==> config.mk <==
export PLATFORM = sky130hd
export DESIGN_NAME = tep_timer_pins
export DESIGN_NICKNAME = d
export VERILOG_FILES = /design/src/logic/tep_pkg.sv /design/src/logic/tep_timer_pins.sv
export SDC_FILE = /design/constraint.sdc
export NUM_CORES = 1
export LEC_CHECK = 0
export ABC_AREA = 1
export BUFFER_PORTS_ARGS = -buffer_cell sky130_fd_sc_hd__buf_2
export CAP_MARGIN = 20
export CORE_ASPECT_RATIO = 2
export CORE_MARGIN = 4
export CORE_UTILIZATION = 50
export DETAILED_ROUTE_END_ITERATION = 8
export GPL_ROUTABILITY_DRIVEN = 0
export PLACE_DENSITY = 0.7
export SLEW_MARGIN = 10
export SYNTH_ARGS = -nofsm -noshare
export SYNTH_HDL_FRONTEND = slang
export SYNTH_SLANG_ARGS = --single-unit
export TNS_END_PERCENT = 30
==> constraint.sdc <==
create_clock -name clk_in -period 2.2 [get_ports clk_in]
set_input_delay 0.22 -clock clk_in [delete_from_list [all_inputs] [get_ports clk_in]]
set_output_delay 0.22 -clock clk_in [all_outputs]
set_load 0.02 [all_outputs]
==> src/logic/tep_pkg.sv <==
// Purpose: shared constants and carriers for the timer pin event block
// Assumes: one system clock, pins synchronous after the two-stage sampler
// Notes: counter widths are 16 bits, as for the timer 2 count pair
package tep_pkg;
  localparam int TEP_CNT_W = 16;
  localparam logic [15:0] TEP_CNT_RST = 16'h0000;
  localparam logic [15:0] TEP_RELOAD_RST = 16'h0000;
  localparam logic [15:0] TEP_CAP_RST = 16'h0000;
  localparam logic [15:0] TEP_CLKOUT_DIV_RST = 16'h0001;

  typedef enum logic [1:0] {
    TEP_T2_CAPTURE,
    TEP_T2_RELOAD,
    TEP_T2_UPDOWN,
    TEP_T2_CLKOUT
  } tep_t2_mode_e;

  // timer 2 configuration carried from the core
  typedef struct packed {
    tep_t2_mode_e mode;
    logic run;
    logic [15:0] reload;
  } tep_t2_cfg_s;

  // timer 0/1 configuration
  typedef struct packed {
    logic run;
    logic counter_mode;
  } tep_t01_cfg_s;
endpackage

==> src/logic/tep_timer_pins.sv <==
// Purpose: timer reactions to external count, clock and trigger pins
// Assumes: pins are sampled by clk_in; pin pulses last over two clocks
// Notes: timer 2 clock pin is two-way; enable is active low
`timescale 1ns/100ps

// Summary of operation
// - timer 0/1 counter counts count input falls
// - capture mode counts timer 2 clock pin falls
// - capture mode trigger fall copies count to capture
// - reload mode trigger fall reloads count
// - up-down mode trigger level sets direction
// - clock-out mode drives timer 2 clock pin
module tep_timer_pins #(
  parameter int CNT_W = tep_pkg::TEP_CNT_W
) (
  input wire logic clk_in,
  input wire logic nrst_in,
  input wire logic [1:0] timer01_count_input_in,
  input wire tep_pkg::tep_t01_cfg_s [1:0] t01_cfg_in,
  input wire logic [1:0] t01_tick_in,
  input wire tep_pkg::tep_t2_cfg_s t2_cfg_in,
  input wire logic t2_tick_in,
  input wire logic timer2_clock_pin_in,
  output logic timer2_clock_pin_out,
  output logic timer2_clock_pin_oe_n_out,
  input wire logic timer2_trigger_input_in,
  output logic [1:0][CNT_W-1:0] t01_count_out,
  output logic [CNT_W-1:0] t2_count_out,
  output logic [CNT_W-1:0] t2_capture_out,
  output logic t2_event_out
);
  import tep_pkg::*;

  // the count pair and reload path are built for 16 bits only
  if (CNT_W != 16) begin : g_bad_cnt_w
    $error("tep_timer_pins: CNT_W must be 16");
  end

  // ----------------------------------------------------------------
  // pin synchronisers
  // ----------------------------------------------------------------
  // meta stage is read only by the second stage; edges use stages 2/3
  logic [3:0] sync1_r, sync2_r, sync3_r;
  logic [3:0] pins;
  logic [3:0] fall;
  assign pins = {timer2_trigger_input_in, timer2_clock_pin_in,
                 timer01_count_input_in};

  always_ff @(posedge clk_in or negedge nrst_in) begin
    if (!nrst_in) begin
      sync1_r <= 4'hF;
      sync2_r <= 4'hF;
      sync3_r <= 4'hF;
    end else begin
      sync1_r <= pins;
      sync2_r <= sync1_r;
      sync3_r <= sync2_r;
    end
  end
  assign fall = sync3_r & ~sync2_r;

  // ----------------------------------------------------------------
  // timers 0 and 1
  // ----------------------------------------------------------------
  logic [CNT_W-1:0] t01_r [2];
  genvar gi;
  generate
    for (gi = 0; gi < 2; gi++) begin : g_t01
      always_ff @(posedge clk_in or negedge nrst_in) begin
        if (!nrst_in) begin
          t01_r[gi] <= TEP_CNT_RST;
        end else if (t01_cfg_in[gi].run) begin
          if (t01_cfg_in[gi].counter_mode) begin
            if (fall[gi]) begin
              t01_r[gi] <= t01_r[gi] + 16'h0001;
            end
          end else if (t01_tick_in[gi]) begin
            t01_r[gi] <= t01_r[gi] + 16'h0001;
          end
        end
      end
      assign t01_count_out[gi] = t01_r[gi];
    end
  endgenerate

  // ----------------------------------------------------------------
  // timer 2
  // ----------------------------------------------------------------
  logic [CNT_W-1:0] t2_r, cap_r;
  logic evt_r, clk_out_r;
  logic t2_step;
  logic trig_fall, trig_lvl;
  assign trig_fall = fall[3];
  assign trig_lvl = sync2_r[3];
  // capture mode takes its clock from the pin, others from the core tick
  always_comb begin
    t2_step = t2_tick_in;
    if (t2_cfg_in.mode == TEP_T2_CAPTURE) begin
      t2_step = fall[2];
    end
  end

  always_ff @(posedge clk_in or negedge nrst_in) begin
    if (!nrst_in) begin
      t2_r <= TEP_CNT_RST;
    end else if (t2_cfg_in.mode == TEP_T2_RELOAD && trig_fall) begin
      t2_r <= t2_cfg_in.reload;
    end else if (t2_cfg_in.run && t2_step) begin
      case (t2_cfg_in.mode)
        TEP_T2_UPDOWN: begin
          if (trig_lvl) begin
            t2_r <= t2_r + 16'h0001;
          end else begin
            t2_r <= t2_r - 16'h0001;
          end
        end
        TEP_T2_CLKOUT: begin
          if (t2_r == 16'hFFFF) begin
            t2_r <= t2_cfg_in.reload;
          end else begin
            t2_r <= t2_r + 16'h0001;
          end
        end
        default: begin
          t2_r <= t2_r + 16'h0001;
        end
      endcase
    end
  end

  always_ff @(posedge clk_in or negedge nrst_in) begin
    if (!nrst_in) begin
      cap_r <= TEP_CAP_RST;
    end else if (t2_cfg_in.mode == TEP_T2_CAPTURE && trig_fall) begin
      cap_r <= t2_r;
    end
  end

  always_ff @(posedge clk_in or negedge nrst_in) begin
    if (!nrst_in) begin
      evt_r <= 1'b0;
    end else begin
      evt_r <= trig_fall && (t2_cfg_in.mode == TEP_T2_CAPTURE ||
                             t2_cfg_in.mode == TEP_T2_RELOAD);
    end
  end

  // toggle on each overflow so the pin carries half the overflow rate
  always_ff @(posedge clk_in or negedge nrst_in) begin
    if (!nrst_in) begin
      clk_out_r <= 1'b0;
    end else if (t2_cfg_in.mode != TEP_T2_CLKOUT) begin
      clk_out_r <= 1'b0;
    end else if (t2_cfg_in.run && t2_step && t2_r == 16'hFFFF) begin
      clk_out_r <= ~clk_out_r;
    end
  end

  assign timer2_clock_pin_out = clk_out_r;
  assign timer2_clock_pin_oe_n_out = (t2_cfg_in.mode != TEP_T2_CLKOUT);
  assign t2_count_out = t2_r;
  assign t2_capture_out = cap_r;
  assign t2_event_out = evt_r;
endmodule

==> impl_metrics.env <==
export IMPL_outcome="complete, no violations"
export IMPL_post_cts_setup_buffer_count=0
export IMPL_row_count=48
export IMPL_remaining_drc_errors=0
export IMPL_fillCellCount=764
export IMPL_clkPwrFrac_pct=22.7
export IMPL_ios=99
export IMPL_synth_compound_area_share_pct=7.73
export IMPL_synth_top_family_by_area="simple AND/OR/NAND/NOR gates"
export IMPL_reg2reg_slack_ns=0.24
export IMPL_vias_per_cell=5.27
export IMPL_critPathCaptureType="register"
export IMPL_muxShareOfSynthArea_pct=0.502
export IMPL_power_mw=6.10
export IMPL_path_max_fanout=8
export IMPL_hold_violations=0
export IMPL_setup_violations=0
export IMPL_holdWs_ns=0.128
export IMPL_p_leak_nw=2.89
export IMPL_min_period_over_period_pct=89.1
export IMPL_synth_edf_count=0
export IMPL_drive_gt1_share_pct=25.9
export IMPL_synth_flop_cell="dfrtp_1"
export IMPL_fin_worst_skew_ns=0.00659
export IMPL_drt_total_wl_um=12000
export IMPL_yosysSeqAreaShare_pct=43.8
export IMPL_layout_common_cells="nand2_1 (165), buf_2 (97), nor2_1 (68), dfrtp_1 (66), inv_1 (55)"
export IMPL_drt_iter0_drc=184
export IMPL_ys_ff_latch=78
export IMPL_syn_inst=579
export IMPL_multi_input_area_mm2=0.00217
export IMPL_tritoncts_num_buffers=9
export IMPL_p_sw_mw=2.59
export IMPL_start_util_pct=51.5
export IMPL_post_cts_resized=0
export IMPL_dieArea_mm2=0.0106
export IMPL_crit_top_cell="a21oi_2"
export IMPL_avgRoutedWirePerCell_um=15.1
export IMPL_slew_viol_final=0
export IMPL_reg2reg_from="t2_count_out[1]$_DFFE_PN0P_"
export IMPL_hold_class="in -> reg"
export IMPL_synth_simple_gate_area_share_pct=31.2
export IMPL_nNetsFinal=726
export IMPL_rr_worst_depth=8
export IMPL_final_common_cell="nand2_1"
export IMPL_ys_warn_count=0
export IMPL_synth_cell_types=32
export IMPL_ctsHtreeMaxLevel=3
export IMPL_grt_max_degree=41
export IMPL_synth_xor_area_share_pct=7.81
export IMPL_critPathKind="reg -> reg"
export IMPL_regArea_mm2=0.00197
export IMPL_crit_required_ns=2.46
export IMPL_tritoncts="built"
export IMPL_cpPeakStageDelay_ns=0.40
export IMPL_io_buffers=98
export IMPL_antenna_found_initial=0
export IMPL_final_cell_count_no_fill=795
export IMPL_path_cells="ha_1, nand2_1, nor2_4, nand4_2, o21ai_2, buf_4, a21oi_2, a21oi_2"
export IMPL_clkLatencyLatePin_ns=0.33
export IMPL_sequentialPowerShare_pct=36.0
export IMPL_vias=4191
export IMPL_peakVddDrop_mv=0.604
export IMPL_powerDensity_mw_per_mm2=1120
export IMPL_cp_slowest_cell="dfrtp_1"
export IMPL_tns_ns=0
export IMPL_max_freq_mhz=510
export IMPL_grt_pass1_wl_um=18900
export IMPL_diodes=0
export IMPL_r2r_end="t2_count_out[6]$_DFFE_PN0P_"
export IMPL_cp_endpoint="t2_count_out[6]$_DFFE_PN0P_"
export IMPL_final_area_mm2=0.00545
export IMPL_worstSetupStartpoint="t2_count_out[1]$_DFFE_PN0P_"
export IMPL_cp_top_family="compound AO/OA/AOI/OAI gates"
export IMPL_critPathArrivalTime_ns=2.22
export IMPL_switching_share_pct=42.5
export IMPL_synthAdderAreaFrac_pct=1.12
export IMPL_internal_power_mw=3.51
export IMPL_postPlaceCellArea_mm2=0.00512
export IMPL_die_h_um=142
export IMPL_cp_start_kind="register"
export IMPL_cap_violations=0
export IMPL_cts_sinks=78
export IMPL_cts_buffer_depth=2
export IMPL_syn_num_nets=615
export IMPL_first_global_vias=4168
export IMPL_async_flop_share_pct=100
export IMPL_cts_root_buf="clkbuf_16"
export IMPL_comb_power_share_pct=41.2
export IMPL_max_slew_worst_pin_slew_ns=0.521
export IMPL_grt_total_usage_pct=23.3
export IMPL_rsz0062_at_grt="no"
export IMPL_crit_buf_inv=1
export IMPL_fp_coreArea_mm2=0.00871
export IMPL_synth_area_per_cell_um2=7.75
export IMPL_path_depth=8
export IMPL_ant_nets=0
export IMPL_clk_pin_slew_ns=0.06
export IMPL_dr_pass1_iters=5
export IMPL_area_growth_pct=21.5
export IMPL_final_min_clock_period_ns=1.96
export IMPL_die_w_um=75.0
export IMPL_dp_cells=774
export IMPL_grt_overflow=0
export IMPL_hpwl_um=9480
export IMPL_syn_area_mm2=0.00449
export IMPL_slew_headroom_pct=65.3
## synthesized netlist by cell type, types with 2 or more instances
cell type / n / share of area, %
nand2_2: 2 / 0.28
o21ai_0: 27 / 3.0
nand3_1: 54 / 6.0
xor2_1: 26 / 5.1
dfrtp_1: 66 / 37
ha_1: 4 / 1.1
nand3_2: 2 / 0.45
nand2_1: 165 / 14
nand3b_1: 3 / 0.50
a21oi_2: 20 / 3.9
buf_6: 3 / 0.75
xnor2_1: 14 / 2.7
nor2_1: 68 / 5.7
dfstp_2: 12 / 7.0
clkbuf_1: 4 / 0.33
nor2_4: 2 / 0.50
buf_4: 7 / 1.2
a21oi_1: 4 / 0.45
nand4_1: 11 / 1.5
nor3_1: 8 / 0.89
mux2_2: 2 / 0.50
inv_1: 55 / 4.6
nor2_2: 4 / 0.56
buf_2: 8 / 0.89
## cells by family after synthesis
group                      Yosys count
and+or+nand+nor                    324
buffers and inverters               78
DFF                                 78
AOI/OAI and AO/OA                   53
xor gates and xnor gates            40
adders and majority gates            4
muxes                                2
## cell type report
| cell class | instances | share of cell area [%] |
|---|---|---|
| Sequential cell | 78 | 36.1 |
| Clock inverter | 3 | 0.390 |
| Timing Repair Buffer | 122 | 12.8 |
| Clock buffer | 13 | 4.78 |
| Tap cell | 100 | 2.30 |
| Multi-Input combinational cell | 423 | 39.8 |
| Inverter | 56 | 3.86 |
## worst min path at each step
stage / from / end / slack (ns) / depth (start not counted)
2_1_floorplan: nrst_in / t01_count_out[0]$_DFFE_PN0P_ / -0.08 / 0
3_3_place_gp: nrst_in / t01_count_out[18]$_DFFE_PN0P_ / 0.23 / 1
3_5_place_dp: nrst_in / t01_count_out[18]$_DFFE_PN0P_ / 0.24 / 1
4_1_cts: t2_cfg_in[18] / t2_event_out$_DFF_PN0_ / 0.11 / 2
5_1_grt: t2_cfg_in[18] / t2_event_out$_DFF_PN0_ / 0.12 / 2
6_report: t2_cfg_in[18] / t2_event_out$_DFF_PN0_ / 0.13 / 2
## registers in the layout (all words and copies together) (netlist names)
signal	count
timer2_clock_pin_out	1
t2_capture_out	16
t01_count_out	32
t2_count_out	16
sync3_r	4
t2_event_out	1
sync1_r	4
sync2_r	4
## power by group through the flow
stage          Clock [mW]  Sequential [mW]  Combinational, mW
2_1_floorplan           0             2.53               1.36
3_3_place_gp            0             2.19               2.47
3_5_place_dp            0             2.21               2.51
4_1_cts              1.42             2.19               2.53
5_1_grt              1.49             2.25               2.77
6_report             1.39             2.20               2.52
## timing repair
| item | CTS | global route |
|---|---|---|
| hold buffers | 5 | 0 |
| hold endpoints to repair | 34 | 0 |
| setup endpoints to repair | 0 | 0 |
## metal layers
| layer | up-vias | global-route usage, % | part of all wire (%) |
|---|---|---|---|
| met5 | - | 0 | 0 |
| met2 | 147 | 43.5 | 56 |
| met1 | 1941 | 23.0 | 34 |
| li1 | 2053 | - | - |
| met4 | 0 | 12.4 | 4.4 |
| met3 | 50 | 4.10 | 4.8 |
## metrics by stage
step / util [%] / worst slack [ns]
global placement: 58.8 / 0.286
CTS: 62.6 / 0.218
global route: 62.6 / 0.0681
finish: 62.6 / 0.241
detailed placement: 58.8 / 0.238
floorplan: - / 0.507
## worst register-to-register path, stage by stage, from the launching register on
cell,delay [ns]
dfrtp_1,0.40
ha_1,0.20
nand2_1,0.13
nor2_4,0.23
nand4_2,0.14
o21ai_2,0.33
buf_4,0.26
a21oi_2,0.08
a21oi_2,0.14
(Power assumes the default switching activity.)
